[src/logic/rbf_fifo_pair_fix.sv]
// Holds no logic: the FIFO pair and its byte FIFO have files of their own.

[src/shared/rbf_pkg.sv]
// Constants and carrier types for the radio byte FIFO pair.
// Assumes a single core clock and an APB register port.
package rbf_pkg;

  // ----------------------------------------------------------------
  // Sizes
  // ----------------------------------------------------------------
  localparam int FIFO_DEPTH = 64;
  localparam int BYTE_W     = 8;
  localparam int CNT_W      = 7;
  localparam int ADDR_W     = 8;
  localparam int THR_W      = 4;
  localparam int PIN_N      = 2;
  localparam int PSEL_W     = 2;
  localparam int IRQ_W      = 4;

  // ----------------------------------------------------------------
  // Register offsets
  // ----------------------------------------------------------------
  localparam logic [7:0] OFS_CTRL     = 8'h00;
  localparam logic [7:0] OFS_RXCNT    = 8'h08;
  localparam logic [7:0] OFS_TXCNT    = 8'h0c;
  localparam logic [7:0] OFS_RXDATA   = 8'h10;
  localparam logic [7:0] OFS_TXDATA   = 8'h14;
  localparam logic [7:0] OFS_STBYTE   = 8'h18;
  localparam logic [7:0] OFS_IRQ_STAT = 8'h20;
  localparam logic [7:0] OFS_IRQ_MASK = 8'h24;

  // ----------------------------------------------------------------
  // Control fields and reset values
  // ----------------------------------------------------------------
  localparam int THR_LSB   = 0;
  localparam int SLEEP_BIT = 4;
  localparam int PSEL_LSB  = 8;
  localparam int CTRL_W    = 12;
  localparam logic [11:0] CTRL_RST = 12'h400;
  localparam logic [3:0]  MASK_RST = 4'h0;
  localparam int STB_SLEEP_BIT = 6;

  // Output pin signal selections
  localparam logic [1:0] PSEL_RX_THR = 2'h0;
  localparam logic [1:0] PSEL_TX_THR = 2'h1;
  localparam logic [1:0] PSEL_IRQ    = 2'h2;

  // Interrupt status bits
  localparam int IRQ_RX_OVF = 0;
  localparam int IRQ_TX_UDF = 1;
  localparam int IRQ_RX_THR = 2;
  localparam int IRQ_TX_THR = 3;

  // ----------------------------------------------------------------
  // Threshold coding
  // ----------------------------------------------------------------
  localparam logic [6:0] RX_THR_BASE = 7'h04;
  localparam logic [6:0] TX_THR_BASE = 7'h3d;
  localparam int         THR_SHIFT   = 2;
  localparam logic [3:0] FILL_CLIP   = 4'hf;

  // Link bit counter wraps after a byte
  localparam logic [2:0] LAST_BIT = 3'h7;

  typedef struct packed {
    logic [CNT_W-1:0] count;
    logic             full;
    logic             empty;
  } rbf_fifo_stat_s;

  typedef enum logic {LNK_IDLE, LNK_SHIFT} rbf_lnk_e;

endpackage : rbf_pkg

[src/logic/rbf_byte_fifo.sv]
// One byte FIFO with fill count and optional last-byte read hazard.
// Assumes push and pop come from logic on the same clock.
`timescale 1ns/100ps
module rbf_byte_fifo #(
  parameter int DEPTH      = rbf_pkg::FIFO_DEPTH,
  parameter int WIDTH      = rbf_pkg::BYTE_W,
  parameter bit DUP_HAZARD = 1'b0
) (
  input  wire logic                  mclk,
  input  wire logic                  rst_n,
  input  wire logic                  flush,
  input  wire logic                  push,
  input  wire logic [WIDTH-1:0]      din,
  input  wire logic                  pop,
  output logic      [WIDTH-1:0]      dout,
  output rbf_pkg::rbf_fifo_stat_s    stat
);
  localparam int AW = $clog2(DEPTH);
  localparam logic [rbf_pkg::CNT_W-1:0] FULL_CNT =
    rbf_pkg::CNT_W'(DEPTH);
  localparam logic [rbf_pkg::CNT_W-1:0] ONE_CNT = 7'h01;

  logic [WIDTH-1:0]          mem [DEPTH];
  logic [AW-1:0]             wr_ff, nxt_wr;
  logic [AW-1:0]             rd_ff, nxt_rd;
  logic [rbf_pkg::CNT_W-1:0] cnt_ff, nxt_cnt;
  logic                      do_pop;
  logic                      stuck;

  // ----------------------------------------------------------------
  // Pointers and count
  // ----------------------------------------------------------------
  always_comb begin
    do_pop  = pop && (cnt_ff != '0);
    // Write meeting the read of the last byte leaves rd behind
    stuck   = DUP_HAZARD && push && do_pop && (cnt_ff == ONE_CNT);
    nxt_wr  = wr_ff;
    nxt_rd  = rd_ff;
    nxt_cnt = cnt_ff;
    if (push) begin
      // No guard on full: the oldest entry is overwritten
      nxt_wr = wr_ff + 1'b1;
    end
    if (do_pop && !stuck) begin
      nxt_rd = rd_ff + 1'b1;
    end
    if (push && !do_pop && (cnt_ff != FULL_CNT)) begin
      nxt_cnt = cnt_ff + 1'b1;
    end else if (do_pop && !push) begin
      nxt_cnt = cnt_ff - 1'b1;
    end
    if (flush) begin
      nxt_wr  = '0;
      nxt_rd  = '0;
      nxt_cnt = '0;
    end
  end

  always_ff @(posedge mclk) begin
    if (!rst_n) begin
      wr_ff  <= '0;
      rd_ff  <= '0;
      cnt_ff <= '0;
    end else begin
      wr_ff  <= nxt_wr;
      rd_ff  <= nxt_rd;
      cnt_ff <= nxt_cnt;
    end
  end

  always_ff @(posedge mclk) begin
    if (push && !flush) begin
      mem[wr_ff] <= din;
    end
  end

  // Read past empty shows a stale entry
  assign dout       = mem[rd_ff];
  assign stat.count = cnt_ff;
  assign stat.full  = (cnt_ff == FULL_CNT);
  assign stat.empty = (cnt_ff == '0);

endmodule : rbf_byte_fifo

[src/logic/rbf_fifo_pair.sv]
// Receive and transmit byte FIFO pair with APB register port.
// Assumes an APB master on mclk and a serial radio link whose
// clock is sampled here as an ordinary asynchronous input.
//
// Overview of operation
// - Two separate 64-entry byte FIFOs exist, one for receive and one for transmit.
// - The host only reads the receive FIFO and writes the transmit FIFO; the radio fills and drains them.
// - Receive overflow and transmit underflow are both detected.
// - A status byte with the receive fill on receive data reads and transmit fill on transmit data writes is latched; receive data reads also return it.
// - Both FIFO byte counts are readable as separate status values.
// - A receive write meeting the read of the last byte stalls the read pointer and repeats that byte.
// - A 4-bit threshold select gives 16 settings for both FIFOs.
// - Setting k gives a receive threshold of 4(k+1) and a transmit threshold of 61-4k bytes.
// - A threshold signal is high while the count is at or above threshold and can drive the output pins.
// - Entering sleep discards the contents of both FIFOs.
`timescale 1ns/100ps
module rbf_fifo_pair (
  input  wire logic                       mclk,
  input  wire logic                       rst_n,
  input  wire logic                       psel,
  input  wire logic                       penable,
  input  wire logic                       pwrite,
  input  wire logic [rbf_pkg::ADDR_W-1:0] paddr,
  input  wire logic [31:0]                pwdata,
  output logic      [31:0]                prdata,
  output logic                            pready,
  output logic                            pslverr,
  input  wire logic                       lnk_clk,
  input  wire logic                       lnk_rx_frame,
  input  wire logic                       lnk_rx_bit,
  input  wire logic                       lnk_tx_frame,
  output logic                            lnk_tx_bit,
  output logic      [rbf_pkg::PIN_N-1:0]  general_output_pins,
  output logic                            irq
);
  localparam int CW = rbf_pkg::CNT_W;
  localparam int BW = rbf_pkg::BYTE_W;

  // ----------------------------------------------------------------
  // Decoding helpers
  // ----------------------------------------------------------------
  function automatic logic addr_known(input logic [7:0] a);
    addr_known = (a == rbf_pkg::OFS_CTRL)   || (a == rbf_pkg::OFS_RXCNT)
              || (a == rbf_pkg::OFS_TXCNT)  || (a == rbf_pkg::OFS_RXDATA)
              || (a == rbf_pkg::OFS_TXDATA) || (a == rbf_pkg::OFS_STBYTE)
              || (a == rbf_pkg::OFS_IRQ_STAT)
              || (a == rbf_pkg::OFS_IRQ_MASK);
  endfunction : addr_known

  function automatic logic [3:0] fill_clip(input logic [CW-1:0] c);
    fill_clip = (c > CW'(rbf_pkg::FILL_CLIP)) ? rbf_pkg::FILL_CLIP
                                              : c[3:0];
  endfunction : fill_clip

  // ----------------------------------------------------------------
  // State
  // ----------------------------------------------------------------
  logic [2:0]                    sync1_ff, sync2_ff;
  logic                          clk_dly_ff;
  logic                          lnk_rise, lnk_fall;
  logic [rbf_pkg::CTRL_W-1:0]    ctrl_ff, nxt_ctrl;
  logic [rbf_pkg::IRQ_W-1:0]     stat_ff, nxt_stat;
  logic [rbf_pkg::IRQ_W-1:0]     mask_ff, nxt_mask;
  logic [rbf_pkg::IRQ_W-1:0]     events;
  logic [31:0]                   prdata_ff, nxt_prdata;
  logic                          pready_ff, nxt_pready;
  logic                          pslverr_ff, nxt_pslverr;
  logic [7:0]                    stbyte_ff, nxt_stbyte;
  logic                          irq_ff, nxt_irq;
  logic [rbf_pkg::PIN_N-1:0]     pins_ff, nxt_pins;
  logic                          rx_thr_ff, nxt_rx_thr;
  logic                          tx_thr_ff, nxt_tx_thr;
  logic [BW-1:0]                 rx_sh_ff, nxt_rx_sh;
  logic [2:0]                    rx_bits_ff, nxt_rx_bits;
  logic [BW-1:0]                 tx_sh_ff, nxt_tx_sh;
  logic [2:0]                    tx_bits_ff, nxt_tx_bits;
  logic                          tx_bit_ff, nxt_tx_bit;
  logic                          lnk_rx_s1_ff, lnk_rx_s2_ff;
  rbf_pkg::rbf_lnk_e             lnk_st_ff, nxt_lnk_st;
  logic                          setup, done, hit;
  logic                          rx_push, rx_pop, tx_push, tx_pop;
  logic                          flush;
  logic [BW-1:0]                 rx_din, rx_dout, tx_dout;
  logic [CW-1:0]                 rx_thr, tx_thr;
  logic [rbf_pkg::THR_W-1:0]     thr_sel;
  rbf_pkg::rbf_fifo_stat_s       rx_st, tx_st;

  // ----------------------------------------------------------------
  // FIFOs
  // ----------------------------------------------------------------
  rbf_byte_fifo #(.DEPTH(rbf_pkg::FIFO_DEPTH), .WIDTH(BW),
                  .DUP_HAZARD(1'b1)) u_rx_fifo (
    .mclk  (mclk),
    .rst_n (rst_n),
    .flush (flush),
    .push  (rx_push),
    .din   (rx_din),
    .pop   (rx_pop),
    .dout  (rx_dout),
    .stat  (rx_st)
  );

  rbf_byte_fifo #(.DEPTH(rbf_pkg::FIFO_DEPTH), .WIDTH(BW),
                  .DUP_HAZARD(1'b0)) u_tx_fifo (
    .mclk  (mclk),
    .rst_n (rst_n),
    .flush (flush),
    .push  (tx_push),
    .din   (pwdata[BW-1:0]),
    .pop   (tx_pop),
    .dout  (tx_dout),
    .stat  (tx_st)
  );

  // ----------------------------------------------------------------
  // Link input synchronisers
  // ----------------------------------------------------------------
  always_ff @(posedge mclk) begin
    if (!rst_n) begin
      sync1_ff   <= '0;
      sync2_ff   <= '0;
      clk_dly_ff <= 1'b0;
    end else begin
      sync1_ff   <= {lnk_tx_frame, lnk_rx_frame, lnk_clk};
      sync2_ff   <= sync1_ff;
      clk_dly_ff <= sync2_ff[0];
    end
  end

  assign lnk_rise = sync2_ff[0] && !clk_dly_ff;
  assign lnk_fall = !sync2_ff[0] && clk_dly_ff;

  // ----------------------------------------------------------------
  // APB decode and FIFO access
  // ----------------------------------------------------------------
  assign setup   = psel && !penable && !pready_ff;
  assign done    = psel && penable && pready_ff;
  assign hit     = addr_known(paddr);
  // Host only reads receive data and only writes transmit data
  assign rx_pop  = done && !pwrite && (paddr == rbf_pkg::OFS_RXDATA);
  assign tx_push = done && pwrite && (paddr == rbf_pkg::OFS_TXDATA);
  // Sleep keeps both FIFOs empty until it is left again
  assign flush   = ctrl_ff[rbf_pkg::SLEEP_BIT] || nxt_ctrl[rbf_pkg::SLEEP_BIT];
  assign thr_sel = ctrl_ff[rbf_pkg::THR_LSB +: rbf_pkg::THR_W];

  always_comb begin
    nxt_pready  = setup;
    nxt_pslverr = setup && !hit;
    nxt_prdata  = '0;
    nxt_stbyte  = stbyte_ff;
    if (setup && !pwrite) begin
      case (paddr)
        rbf_pkg::OFS_CTRL:     nxt_prdata = 32'(ctrl_ff);
        rbf_pkg::OFS_RXCNT:    nxt_prdata = 32'(rx_st.count);
        rbf_pkg::OFS_TXCNT:    nxt_prdata = 32'(tx_st.count);
        rbf_pkg::OFS_RXDATA:   nxt_prdata = {16'h0000,
                                 1'b0, ctrl_ff[rbf_pkg::SLEEP_BIT], 2'b00,
                                 fill_clip(rx_st.count), rx_dout};
        rbf_pkg::OFS_STBYTE:   nxt_prdata = 32'(stbyte_ff);
        rbf_pkg::OFS_IRQ_STAT: nxt_prdata = 32'(stat_ff);
        rbf_pkg::OFS_IRQ_MASK: nxt_prdata = 32'(mask_ff);
        default:               nxt_prdata = '0;
      endcase
    end
    // Status byte taken while the access is being set up
    if (setup && !pwrite && (paddr == rbf_pkg::OFS_RXDATA)) begin
      nxt_stbyte = {1'b0, ctrl_ff[rbf_pkg::SLEEP_BIT], 2'b00,
                    fill_clip(rx_st.count)};
    end else if (setup && pwrite && (paddr == rbf_pkg::OFS_TXDATA)) begin
      nxt_stbyte = {1'b0, ctrl_ff[rbf_pkg::SLEEP_BIT], 2'b00,
                    fill_clip(tx_st.count)};
    end
  end

  // ----------------------------------------------------------------
  // Control, thresholds, interrupts and pins
  // ----------------------------------------------------------------
  function automatic logic pin_src(input logic [1:0] sel,
                                   input logic rxt, input logic txt,
                                   input logic ir);
    case (sel)
      rbf_pkg::PSEL_RX_THR: pin_src = rxt;
      rbf_pkg::PSEL_TX_THR: pin_src = txt;
      rbf_pkg::PSEL_IRQ:    pin_src = ir;
      default:              pin_src = 1'b0;
    endcase
  endfunction : pin_src

  always_comb begin
    rx_thr = (CW'(thr_sel) << rbf_pkg::THR_SHIFT)
           + rbf_pkg::RX_THR_BASE;
    tx_thr = rbf_pkg::TX_THR_BASE
           - (CW'(thr_sel) << rbf_pkg::THR_SHIFT);
    // Level compare, so rx_thr_ff falls one cycle after the count does
    nxt_rx_thr = (rx_st.count >= rx_thr);
    nxt_tx_thr = (tx_st.count >= tx_thr);
    nxt_ctrl = ctrl_ff;
    nxt_mask = mask_ff;
    if (done && pwrite && (paddr == rbf_pkg::OFS_CTRL)) begin
      nxt_ctrl = pwdata[rbf_pkg::CTRL_W-1:0];
    end
    if (done && pwrite && (paddr == rbf_pkg::OFS_IRQ_MASK)) begin
      nxt_mask = pwdata[rbf_pkg::IRQ_W-1:0];
    end
    events = '0;
    events[rbf_pkg::IRQ_RX_OVF] = rx_st.full && (rx_push || (lnk_rise
      && sync2_ff[1] && (rx_bits_ff == rbf_pkg::LAST_BIT)));
    events[rbf_pkg::IRQ_TX_UDF] = lnk_fall && sync2_ff[2]
      && (tx_bits_ff == '0) && tx_st.empty;
    events[rbf_pkg::IRQ_RX_THR] = nxt_rx_thr && !rx_thr_ff;
    events[rbf_pkg::IRQ_TX_THR] = nxt_tx_thr && !tx_thr_ff;
    // A new event wins over a write-one clear in the same cycle
    nxt_stat = stat_ff;
    if (done && pwrite && (paddr == rbf_pkg::OFS_IRQ_STAT)) begin
      nxt_stat = stat_ff & ~pwdata[rbf_pkg::IRQ_W-1:0];
    end
    nxt_stat = nxt_stat | events;
    nxt_irq  = |(nxt_stat & nxt_mask);
    for (int i = 0; i < rbf_pkg::PIN_N; i++) begin
      nxt_pins[i] = pin_src(ctrl_ff[rbf_pkg::PSEL_LSB
                      + i*rbf_pkg::PSEL_W +: rbf_pkg::PSEL_W],
                      rx_thr_ff, tx_thr_ff, irq_ff);
    end
  end

  // ----------------------------------------------------------------
  // Radio link shifters
  // ----------------------------------------------------------------
  always_comb begin
    nxt_rx_sh   = rx_sh_ff;
    nxt_rx_bits = rx_bits_ff;
    rx_push     = 1'b0;
    rx_din      = {rx_sh_ff[BW-2:0], sync2_ff[0]};
    if (!sync2_ff[1]) begin
      nxt_rx_bits = '0;
    end else if (lnk_rise) begin
      nxt_rx_sh   = {rx_sh_ff[BW-2:0], lnk_rx_s2_ff};
      rx_din      = {rx_sh_ff[BW-2:0], lnk_rx_s2_ff};
      nxt_rx_bits = rx_bits_ff + 1'b1;
      // Radio fills the receive FIFO; a byte meeting a full FIFO is lost
      rx_push     = (rx_bits_ff == rbf_pkg::LAST_BIT) && !rx_st.full;
    end
    nxt_lnk_st  = sync2_ff[2] ? rbf_pkg::LNK_SHIFT : rbf_pkg::LNK_IDLE;
    nxt_tx_sh   = tx_sh_ff;
    nxt_tx_bits = tx_bits_ff;
    nxt_tx_bit  = tx_bit_ff;
    tx_pop      = 1'b0;
    case (lnk_st_ff)
      rbf_pkg::LNK_IDLE: begin
        nxt_tx_bits = '0;
        nxt_tx_bit  = 1'b0;
      end
      rbf_pkg::LNK_SHIFT: begin
        if (lnk_fall) begin
          nxt_tx_bits = tx_bits_ff + 1'b1;
          if (tx_bits_ff == '0) begin
            // Radio drains the transmit FIFO; empty sends zeros
            tx_pop      = !tx_st.empty;
            nxt_tx_sh   = tx_st.empty ? '0 : {tx_dout[BW-2:0], 1'b0};
            nxt_tx_bit  = tx_st.empty ? 1'b0 : tx_dout[BW-1];
          end else begin
            nxt_tx_bit  = tx_sh_ff[BW-1];
            nxt_tx_sh   = {tx_sh_ff[BW-2:0], 1'b0};
          end
        end
      end
      default: nxt_tx_bits = '0;
    endcase
  end

  // Receive data bit sampled through its own synchroniser pair
  always_ff @(posedge mclk) begin
    if (!rst_n) begin
      lnk_rx_s1_ff <= 1'b0;
      lnk_rx_s2_ff <= 1'b0;
    end else begin
      lnk_rx_s1_ff <= lnk_rx_bit;
      lnk_rx_s2_ff <= lnk_rx_s1_ff;
    end
  end

  // ----------------------------------------------------------------
  // Registers
  // ----------------------------------------------------------------
  always_ff @(posedge mclk) begin
    if (!rst_n) begin
      ctrl_ff    <= rbf_pkg::CTRL_RST;
      mask_ff    <= rbf_pkg::MASK_RST;
      stat_ff    <= '0;
      prdata_ff  <= '0;
      pready_ff  <= 1'b0;
      pslverr_ff <= 1'b0;
      stbyte_ff  <= '0;
      irq_ff     <= 1'b0;
      pins_ff    <= '0;
      rx_thr_ff  <= 1'b0;
      tx_thr_ff  <= 1'b0;
      rx_sh_ff   <= '0;
      rx_bits_ff <= '0;
      tx_sh_ff   <= '0;
      tx_bits_ff <= '0;
      tx_bit_ff  <= 1'b0;
      lnk_st_ff  <= rbf_pkg::LNK_IDLE;
    end else begin
      ctrl_ff    <= nxt_ctrl;
      mask_ff    <= nxt_mask;
      stat_ff    <= nxt_stat;
      prdata_ff  <= nxt_prdata;
      pready_ff  <= nxt_pready;
      pslverr_ff <= nxt_pslverr;
      stbyte_ff  <= nxt_stbyte;
      irq_ff     <= nxt_irq;
      pins_ff    <= nxt_pins;
      rx_thr_ff  <= nxt_rx_thr;
      tx_thr_ff  <= nxt_tx_thr;
      rx_sh_ff   <= nxt_rx_sh;
      rx_bits_ff <= nxt_rx_bits;
      tx_sh_ff   <= nxt_tx_sh;
      tx_bits_ff <= nxt_tx_bits;
      tx_bit_ff  <= nxt_tx_bit;
      lnk_st_ff  <= nxt_lnk_st;
    end
  end

  assign prdata              = prdata_ff;
  assign pready              = pready_ff;
  assign pslverr             = pslverr_ff;
  assign lnk_tx_bit          = tx_bit_ff;
  assign general_output_pins = pins_ff;
  assign irq                 = irq_ff;

endmodule : rbf_fifo_pair

[config.mk]
export PLATFORM = sky130hd
export DESIGN_NAME = rbf_fifo_pair
export DESIGN_NICKNAME = d
export VERILOG_FILES = /design/src/logic/rbf_fifo_pair_fix.sv /design/src/shared/rbf_pkg.sv /design/src/logic/rbf_byte_fifo.sv /design/src/logic/rbf_fifo_pair.sv
export SDC_FILE = /design/constraint.sdc
export NUM_CORES = 1
export LEC_CHECK = 0
export BUFFER_PORTS_ARGS = -buffer_cell sky130_fd_sc_hd__buf_2
export CAP_MARGIN = 20
export CORE_MARGIN = 5
export CORE_UTILIZATION = 35
export DETAILED_ROUTE_END_ITERATION = 7
export GPL_TIMING_DRIVEN = 0
export PLACE_DENSITY = 0.58
export SYNTH_ARGS = -nofsm -noshare
export SYNTH_HDL_FRONTEND = slang
export SYNTH_HIERARCHICAL = 1
export SYNTH_SLANG_ARGS = --single-unit
[constraint.sdc]
create_clock -name mclk -period 11.9 [get_ports mclk]
set_clock_uncertainty 0.1 [all_clocks]
set_input_delay 2.38 -clock mclk [delete_from_list [all_inputs] [get_ports mclk]]
set_output_delay 2.38 -clock mclk [all_outputs]
set_load 0.02 [all_outputs]
---- Word-level counts from Yosys, hierarchy flattened ----
Memories as Yosys holds them, arrays and structs flattened. A register that Yosys moved wholly into a read port is not among the register bits.
Index checks and enable logic that the tools add are counted.
cells by class
  $add $sub $neg .......................... 12
  multipliers ............................. 0
  div/mod/pow operators ................... 0
  magnitude comparators ................... 4
  eq/ne operators ......................... 17
  shift-type cells ........................ 0
  multiplexer cells ....................... 38
  bitwise operators ....................... 6
  reduce and logical (&&, ||, !) cells .... 81
operators with widths
  operator               number
  $pmux W15 S7           1
  $mux W7                6
  $logic_and A1 B1 Y1    40
  $add A6 B1 Y6 const B  4
  $eq A8 B5 Y1 const B   3
  $mux W6                4
  $eq A8 B4 Y1 const B   2
  $eq A8 B6 Y1 const B   2
  $logic_not A1 Y1       16
  $mux W4                4
  $mux W8                2
  $mux W1                15
  $add A7 B1 Y7 const B  2
  $ge A7 B7 Y1           2
  $gt A7 B4 Y1 const B   2
  $ne A7 B7 Y1 const B   2
  $reduce_bool A7 Y1     2
  $sub A7 B1 Y7 const B  2
  $logic_or A1 B1 Y1     9
  $and A4 B4 Y4          2
  $logic_not A8 Y1       1
  $reduce_and A2 Y1      4
  $add A6 B3 Y7 const B  1
  $eq A7 B1 Y1 const B   1
  21 further kinds       29
word-level totals
  register bits ........................... 134
  bits in latches ......................... 0
  RAM bits ................................ 1024
  ROM bits ................................ 0
  input bits .............................. 49
  output and inout port bits .............. 38
  logic and storage cells ................. 189
  memories ................................ 2
memories
  name           depth  bits a word  rd ports  clocked after memory_dff  wr ports  RTL line             text
  u_rx_fifo.mem  64     8            1         1                         1         rbf_byte_fifo.sv:23  logic [WIDTH-1:0] mem [DEPTH];
  u_tx_fifo.mem  64     8            1         1                         1         rbf_byte_fifo.sv:23

---- Depth between registers and ports, before layout ----
Gate-level depths: netlist of the first run.
  depth in word-level cells ............... 11
  depth in mapped cells ................... 16
  depth with buffers taken out ............ 15

---- Modules after synthesis ----
Netlist of the first run, hierarchy kept.
by module, submodules not included
  module                      times used  cells an instance  area each (sq um)  sequential area each (sq um)
  rbf_byte_fifo at u_rx_fifo  1           1059               21096.5            15875.2
  rbf_byte_fifo at u_tx_fifo  1           1030               21090.2            15875.2
  rbf_fifo_pair               1           437                3784.9             1521.5

---- Least setup slack after synthesis of the first run ----
No wires, ideal clock.
  path type ............................... input -> register
  start point ............................. input paddr[1] in the netlist's numbering
  end point ............................... register u_tx_fifo/cnt_ff[6] in the netlist's numbering
  library setup time ...................... 0.074 ns
  data arrival time ....................... 4.964 ns
  required time ........................... 11.726 ns
  path slack .............................. 6.761 ns
  stages .................................. 11
  path buffers ............................ 0
  path through ............................ nor4b_1 -> nand2_1 -> nor2_1 -> nand3b_1 -> ha_1 -> nor2b_1 -> o31a_1 -> o21ai_1 -> and2_1 -> or3b_2 -> a31oi_1
on the way
  longest elaborated chain between the ends .. 5
  elaborated cells between the ends (all ways) .. 13
  those cells by class .................... 1 x eq/ne; 2 x mux; 10 x reduce/logical
RTL lines
  item                                                            RTL line                                  text
  from (decl)                                                     rbf_fifo_pair.sv:23                       input wire logic [rbf_pkg::ADDR_W-1:0] paddr,
  $eq A8 B5 Y1 *                                                  rbf_fifo_pair.sv:141                      assign tx_push = done && pwrite && (paddr == rbf_pkg::OFS_TXDATA);
  $logic_and A1 B1 Y1 *                                           rbf_fifo_pair.sv:141
  via tx_push                                                     rbf_fifo_pair.sv:81                       logic rx_push, rx_pop, tx_push, tx_pop;
  $logic_and A1 B1 Y1 / $logic_not A1 Y1 (equally long branches)  rbf_byte_fifo.sv:47, rbf_byte_fifo.sv:49
  $logic_and A1 B1 Y1 (on tied branches)                          rbf_byte_fifo.sv:47, rbf_byte_fifo.sv:49
  $mux W7 / $reduce_bool A2 Y1 (equally long branches)            n/a
  to (signal assigned)                                            rbf_byte_fifo.sv:67                       cnt_ff <= nxt_cnt;
  to (decl)                                                       rbf_byte_fifo.sv:26                       logic [rbf_pkg::CNT_W-1:0] cnt_ff, nxt_cnt;
Mark *: on every way through the listed nets, which the timed path passes. The rest lies on a longest branch.
A chain may end at the register's enable or synchronous reset.

---- Worst setup path after layout of the first run ----
  start point ............................. input paddr[1] in the netlist's numbering
  end point ............................... memory u_tx_fifo/mem[30][0] in the netlist's numbering (enable)
on the way
  elaborated cells between the ends (all ways) .. 10
  those cells by class .................... 1 x eq/ne; 3 x mux; 6 x reduce/logical
RTL lines
  item                           RTL line              text
  $eq A8 B5 Y1                   rbf_fifo_pair.sv:141
  $logic_and A1 B1 Y1            rbf_fifo_pair.sv:141
  via tx_push                    rbf_fifo_pair.sv:81
  $logic_and A1 B1 Y1            rbf_byte_fifo.sv:72   if (push && !flush) begin
  $mux W1                        rbf_byte_fifo.sv:72
  $mux W1 (implied by the code)  rbf_byte_fifo.sv:73   mem[wr_ff] <= din;
  to (decl)                      rbf_byte_fifo.sv:23
The timed path passes the listed nets, and every way through them passes these cells.

==> results of run 1 <==
routing by layer:
metal,part of all wire [%],GRT usage [%],up-vias
met5,0.026,0,-
met4,2.7,4.724,4
met3,7.6,3.557,194
met2,49,28.45,1004
met1,41,23.05,12950
li1,-,-,10510
report_power, final:
group / leakage [nW] / switching, mW / internal (mW)
Sequential: 10.3 / 0.00110 / 4.36
Clock: 2.01 / 1.51 / 2.38
Combinational: 3.99 / 0.0609 / 0.0196
Total: 16.3 / 1.57 / 6.76
flip-flops by register name, summed over array words and instances, names as in the netlist, 5 cells and up, named ones only:
signal            cells
u_tx_fifo/mem       512
u_tx_fifo/wr_ff       6
prdata               13
u_tx_fifo/cnt_ff      7
u_rx_fifo/wr_ff       6
ctrl_ff              12
u_tx_fifo/rd_ff       6
u_rx_fifo/cnt_ff      7
u_rx_fifo/rd_ff       6
rx_sh_ff              7
stbyte_ff             5
u_rx_fifo/mem       512
tx_sh_ff              7
worst max-delay path, delay by kind of cell:
family                 cells  cell delay (ns)
buffers and inverters      2             0.61
and+or+nand+nor            6             3.51
layout make-up:
class | count | area [µm²] | area share, %
buffer | 152 | 860.8 | 1.627
clock inverter | 67 | 970.9 | 1.835
clock buffer | 144 | 3100 | 5.858
multi-input combinational | 1212 | 11810 | 22.31
sequential | 1150 | 33280 | 62.88
timing repair buffer | 66 | 605.6 | 1.144
tap | 1755 | 2196 | 4.149
inverter | 28 | 105.1 | 0.1986
worst max path at each step:
stage                      endpoint  depth (start not counted)
6_report       u_tx_fifo/mem[30][0]                          8
5_1_grt        u_tx_fifo/mem[54][0]                          8
4_1_cts        u_tx_fifo/mem[30][0]                          8
3_5_place_dp   u_tx_fifo/mem[54][7]                          8
3_3_place_gp   u_rx_fifo/mem[21][0]                          2
2_1_floorplan   u_tx_fifo/cnt_ff[6]                         11
==> summary by stage, run 1 <==
Critical path
The setup path with the least slack is of type primary input to register. The slowest stage cell on the critical path is sky130_fd_sc_hd__nor2_1. The kind of start point of the critical path is a primary input. The endpoint identified for the worst register-to-register timing path is u_tx_fifo/cnt_ff[6]. Data on the critical path is required at its endpoint by 12.11 ns.

The largest single stage delay on the critical path is 1.02 ns. STA classifies the critical path endpoint as a register. The cell repeated most along the worst path is sky130_fd_sc_hd__nor2_1. The top fanout value on the critical path is 10. Walking the worst path, the cells encountered are buf_2, nor4b_1, nand2_1, nor2_1, clkbuf_1, nor2b_1, nand4b_1, nor2_1.

STA puts the critical path data arrival time at 6.50 ns. The worst register-to-register path has a setup slack of 7.27 ns. The critical path starts at paddr[1].

The worst register-to-register path begins at u_tx_fifo/cnt_ff[2]. The number of cells on the worst reg-to-reg path is 16.

Layout
The layout overhead on the synthesized area is 15.14%. Leaving out fill and tap cells, the most frequent cells in the layout are sky130_fd_sc_hd__edfxtp_1, sky130_fd_sc_hd__mux4_2, sky130_fd_sc_hd__nor2_1. The number of nets in the finished design is 2799. The share of cells above drive strength 1 is 22.70%.

The final core utilization is 40.41%. Leaving out fill and tap cells, the most frequent cell in the layout is sky130_fd_sc_hd__edfxtp_1. The filler cell count in the final layout is 11770.

Summing all non-filler instances in the final layout gives an area of 0.05292 mm². The antenna diode count is 0. The post-layout instance count excluding filler cells is 4574.

Placed design
At the placement stage, the worst setup path has a slack of 4.944 ns. The placed instances occupy a cell area of 0.04883 mm². The last weighted congestion value of the routability-driven placer is 0.8859. The count of placed standard cells including taps is 4362. Input and output buffers added on the ports amount to 47.

Detailed placement ended at an HPWL of 79.85 mm.

Pwr
The final total power is 8.332 mW. The total power per unit cell area is 157.4 mW/mm². The maximum resistive drop on vdd is 0.1330 mV. The leakage component of the power is 16.27 nW.

Clock network
The number of buffers inserted for hold repair after clock tree synthesis is 0. Clock-pin slew was measured on the worst setup and hold paths at 0.06 ns. The maximum level of the CTS H-tree is 3. The clock reaches the later pin of the worst-skew pair after 0.72 ns. TritonCTS built the clock tree. The number of sinks on the clock net is 1150.

The tree is rooted in a sky130_fd_sc_hd__clkbuf_16. Gates resized during post-CTS repair numbered 0. The count of buffers added by post-CTS timing repair for setup is 0. The number of buffers on the longest clock path is 3.

Buffers inserted during clock tree synthesis total 112.

Synth
The number of synthesis warnings is 6. The mapped netlist covers 0.04596 mm². Each instance of the synthesized netlist takes up on average 18.21 µm². The post-synthesis instance total is 2524.

Timing
The number of setup violations in the final report is 0. The worst path uses 52.83% of the clock period. After layout, the worst setup slack is 5.613 ns.

The time the final worst path needs with I/O delays and setup is 6.287 ns. Setup repair after global routing left no endpoint under its margin. The final sum of negative setup slack is 0 ns. The highest clock rate is 159.1 MHz. The worst hold margin is 0.3332 ns. Measured against its own limit, the worst slew margin works out to 29.48%. The number of max-slew violations in the final report is 0.

At the pin with the least slew margin, the transition time is 1.054 ns. The final count of hold timing violations is 0.

Worst hold path
The count of cells along the worst hold path is 1. The worst hold path terminates at sync2_ff[1]. The tightest min-delay check is of the register to register type. The start point of the worst min-delay path is sync1_ff[1].

Floorplanning
Pin placement for this block handled 87 I/O pins. The starting utilization of the core area is 35.10%. The floorplan step defined a die boundary enclosing 0.1387 mm².

The core region is 0.1310 mm². From bottom edge to top edge, the die measures 372.4 µm. The die is 372.4 µm wide. After floorplanning, the core was divided into 133 placement rows.

Global route
In the global route stage, overall resource usage came out at 17.15%. After global routing the overflow that remains totals 0. The first-pass GRT wire length is 172.2 mm. The number of antenna violations at the first check in global routing is 4. The via count of the first global-routing pass is 24090. The maximum number of pins on one net before global-route repair is 68.

Routing
The total detailed-routing wirelength is 119.9 mm. The first routing iteration left 2475 violations. After detailed routing, the average wire length per cell comes to 26.21 µm. The pre-antenna-repair detailed-routing pass consisted of 6 iterations. In the routed layout, each cell is associated on average with a via count of 5.392. In this run the remaining antenna-violating nets after routing total 0.

The detailed router placed 24670 vias in this run. The final routed DRC violation total is 0.

Status
The flow ran to the end, and the final reports show no timing, DRC or antenna violations.

Run
The number of maximum-capacitance constraint violations is 0.
(Power assumes the default switching activity.)
==> run 2, diff against run 1 <==
--- a/config.mk
+++ b/config.mk
@@ -5,13 +5,14 @@
 export SDC_FILE = /design/constraint.sdc
 export NUM_CORES = 1
 export LEC_CHECK = 0
+export ABC_AREA = 1
 export BUFFER_PORTS_ARGS = -buffer_cell sky130_fd_sc_hd__buf_2
 export CAP_MARGIN = 20
 export CORE_MARGIN = 5
 export CORE_UTILIZATION = 35
 export DETAILED_ROUTE_END_ITERATION = 7
 export GPL_TIMING_DRIVEN = 0
-export PLACE_DENSITY = 0.58
+export PLACE_DENSITY = 0.59
 export SYNTH_ARGS = -nofsm -noshare
 export SYNTH_HDL_FRONTEND = slang
 export SYNTH_HIERARCHICAL = 1
==> constraint.sdc (replaced) <==
create_clock -name mclk -period 5.71 [get_ports mclk]
set_clock_uncertainty 0.1 [all_clocks]
set_input_delay 1.142 -clock mclk [delete_from_list [all_inputs] [get_ports mclk]]
set_output_delay 1.142 -clock mclk [all_outputs]
set_load 0.02 [all_outputs]
==> run 2 against run 1 <==
Sequential power is 110% higher. Cell count is 43% higher. Clock power is 92% higher. Highest routed layer unchanged. Global-route usage is 2.2 points higher. Critical endpoint is now u_tx_fifo/mem[27][4]. Cell area is 3.8% higher.
==> summary by stage, run 2 <==
Critical path
The required time at the endpoint of the critical path is 5.94 ns (-6.17 ns). The setup path with the least slack is of type primary input to register. The count of buffering cells on the critical path with inverters included is 2 (unchanged). The largest individual stage delay along the critical path comes from the cell sky130_fd_sc_hd__nor2_1. The worst setup path is launched from a primary input. The signal on the critical path passes through buf_2, nor2_4, nand3_2, nor4_1, inv_1, nor2_1, nand4_1, nor2_1. The top fanout value on the critical path is 8 (-2). The critical path arrival is 5.19 ns (-1.31 ns). The cell family with the largest share of critical-path delay is simple AND/OR/NAND/NOR gates. The largest incremental delay on the critical path was 1.29 ns (+0.27 ns). Among the stages of the critical path, the cell type that occurs most often is sky130_fd_sc_hd__nor2_1. The type of destination of the critical path is a register.

Timing
The worst hold margin came to 0.3133 ns (-0.01998 ns). The number of setup violations in the final report is 0 (unchanged). For this run, the top clock speed supported by timing is 201.9 MHz. The worst relative slew slack was 16.28% (-13 points). The slew at the pin with the worst max-slew slack was 1.251 ns (+0.1973 ns). The minimum setup slack in the final design is 0.7562 ns (-4.857 ns).

Setup repair after global routing left no endpoint under its margin. The time the final worst path needs with I/O delays and setup is 4.954 ns. After layout, the worst path uses 86.76% of the clock period. The number of max-slew violations in the final report is 0 (unchanged). The final count of hold timing violations is 0 (unchanged).

Layout
The footprint of the flip-flops and latches is 0.03329 mm² (about the same). The area growth from synthesis to layout is 13.37%. The multi-input logic area is 0.01315 mm² (+11%).

The number of nets in the finished design is 4715 (+68%). The filler cell count in the final layout is 13160 (+12%). Leaving out fill and tap cells, the most frequent cells in the layout are sky130_fd_sc_hd__nand2_1, sky130_fd_sc_hd__edfxtp_1, sky130_fd_sc_hd__nand3_1. The antenna diode count came to 0 (unchanged). The final core utilization is 39.97% (-0.44 points).

The share of cells above drive strength 1 is 10.88% (-12 points). The library cell used most frequently in the layout, excluding fill and tap cells, is sky130_fd_sc_hd__nand2_1.

Placed design
The HPWL after detailed placement came to 98.47 mm (+23%). The setup slack at placement was -0.08641 ns (-5.031 ns). The number of port buffers is 47 (unchanged). The last weighted congestion value of the routability-driven placer is 0.9308 (+5.1%).

Floorplanning
The number of rows in the core area is 136 (+2.3%). The top-level I/O count is 87 (unchanged). The starting utilization of the core area is 35.26% (+0.16 points). The core area is 0.1375 mm² (+5.0%). The die outline area is 0.1460 mm² (+5.3%). The chip height was 382.2 µm (+2.6%). The overall die width came to 382.2 µm (+2.6%).

Pwr
The switching power total was 3.409 mW (+120%). The switching power as a share of total power is 20.39% (+1.5 points). The proportion of power drawn by the clock network was 44.5% (-2.2 points).

The leakage component of the power is 19.63 nW (+21%). The total power per unit cell area is 304.2 mW/mm² (+93%). The combinational cell fraction of total power is 0.9% (about the same). The sequential power share is 54.5% (+2.1 points). The maximum resistive drop on vdd is 0.2908 mV (+120%). The cell internal power dissipation came to 13.31 mW (+97%).

Routing
The first-pass iteration count of the detailed router is 6 (unchanged). The number of vias after detailed routing came to 34230 (+39%). The final routed DRC violation total came to 0 (unchanged).

The number of routed nets with antenna violations is 0 (unchanged). The violation count after the first detailed-route iteration is 3457 (+40%). The total detailed-routing wirelength is 145.1 mm (+21%). The detailed-route wire length per cell is 22.22 µm (-15%).

The via count normalized by instance count is 5.243 (-2.8%).

Synth
The synthesized area divided by synthesized cell count is 10.90 µm² (-40%). The number of synthesis warnings is 6 (unchanged). The post-synthesis instance total was 4446 (+76%). The post-synthesis instance area is 0.04848 mm² (+5.5%).

Global route
The number of antenna violations at the first check in global routing is 2 (-2). The first-pass GRT wire length is 211.5 mm (+23%). The via count of the first global-routing pass is 32020 (+33%). The global router's overall resource usage is 19.34% (+2.2 points). The maximum number of pins on one net before global-route repair is 68 (unchanged). The global-route congestion overflow total is 0 (unchanged).

Clock network
The count of buffers added by post-CTS timing repair for setup came to 0 (unchanged). The number of buffers inserted for hold repair after clock tree synthesis is 0 (unchanged). In this run the clock root is driven by a sky130_fd_sc_hd__clkbuf_16. The number of buffers on the longest clock path is 3 (unchanged).

The number of clock buffers inserted by TritonCTS is 113 (+0.89%). The post-cts repair resize count is 0 (unchanged). The number of sinks on the clock net was 1150 (unchanged). The maximum level of the CTS H-tree was 3 (unchanged).

The clock insertion delay at the later pin of the skew report is 0.72 ns (about the same). The clock transition at the register clock pins on the worst setup and hold paths after CTS is 0.06 ns (about the same). The CTS tree is yes.

Run
The number of maximum-capacitance constraint violations is 0 (unchanged).

Worst hold path
The min-delay analysis places its worst path in the category register to register.

Status
The run finished with clean final reports.
==> run 2: power groups by stage <==
stage	clock network (mW)	logic, mW	registers [mW]
after detailed placement	0	0.161	9.29
after global routing	7.93	0.171	9.11
after global placement	0	0.151	9.30
after CTS	7.57	0.161	9.11
final	7.45	0.157	9.11
after floorplan	0	0.0505	9.29
==> run 2: final cells by class <==
| type | count | share of cell area (%) |
|---|---|---|
| Multi-Input combinational cell | 2929 | 23.92 |
| Buffer | 257 | 3.069 |
| Clock buffer | 144 | 5.509 |
| Timing Repair Buffer | 59 | 0.7217 |
| Inverter | 128 | 0.8879 |
| Sequential cell | 1150 | 60.58 |
| Tap cell | 1794 | 4.084 |
| Clock inverter | 68 | 1.232 |
==> run 2: path summary, 6_finish.rpt <==
check,slack (ns),to,from,cells past startpoint
hold / removal,0.31,sync2_ff[0],sync1_ff[0],2
hold reg to reg,0.31,sync2_ff[0],sync1_ff[0],2
setup / recovery,0.76,u_tx_fifo/mem[27][4],paddr[7],8
setup reg to reg,1.03,u_tx_fifo/mem[27][4],pready,6
==> run 2: layer usage <==
layer,vias to the layer above,share of wire (%),track usage (%)
met3,286,7.4,3.009
met5,-,0.0069,0
met2,1455,47,31.82
met1,16700,41,25.72
li1,15790,-,-
met4,2,4.3,7.808
==> run 2: through the flow <==
stage	setup TNS, ns	power (mW)	cell area [µm²]	std cells
after detailed placement	-0.7437	9.456	51240	6315
after floorplan	0	9.343	48540	4464
final	0	16.72	54960	6529
after global placement	-0.4770	9.455	51020	6305
after global routing	0	17.21	54960	6529
after CTS	0	16.84	54940	6527
==> run 2: worst register-to-register path, cell delays in order (launching register included) <==
cell and delay (ns):
sky130_fd_sc_hd__dfxtp_1 0.35, sky130_fd_sc_hd__nand3_1 0.15, sky130_fd_sc_hd__nor4_1 0.83, sky130_fd_sc_hd__inv_1 0.32, sky130_fd_sc_hd__nor2_1 0.40, sky130_fd_sc_hd__nand4_1 0.85, sky130_fd_sc_hd__nor2_1 1.30
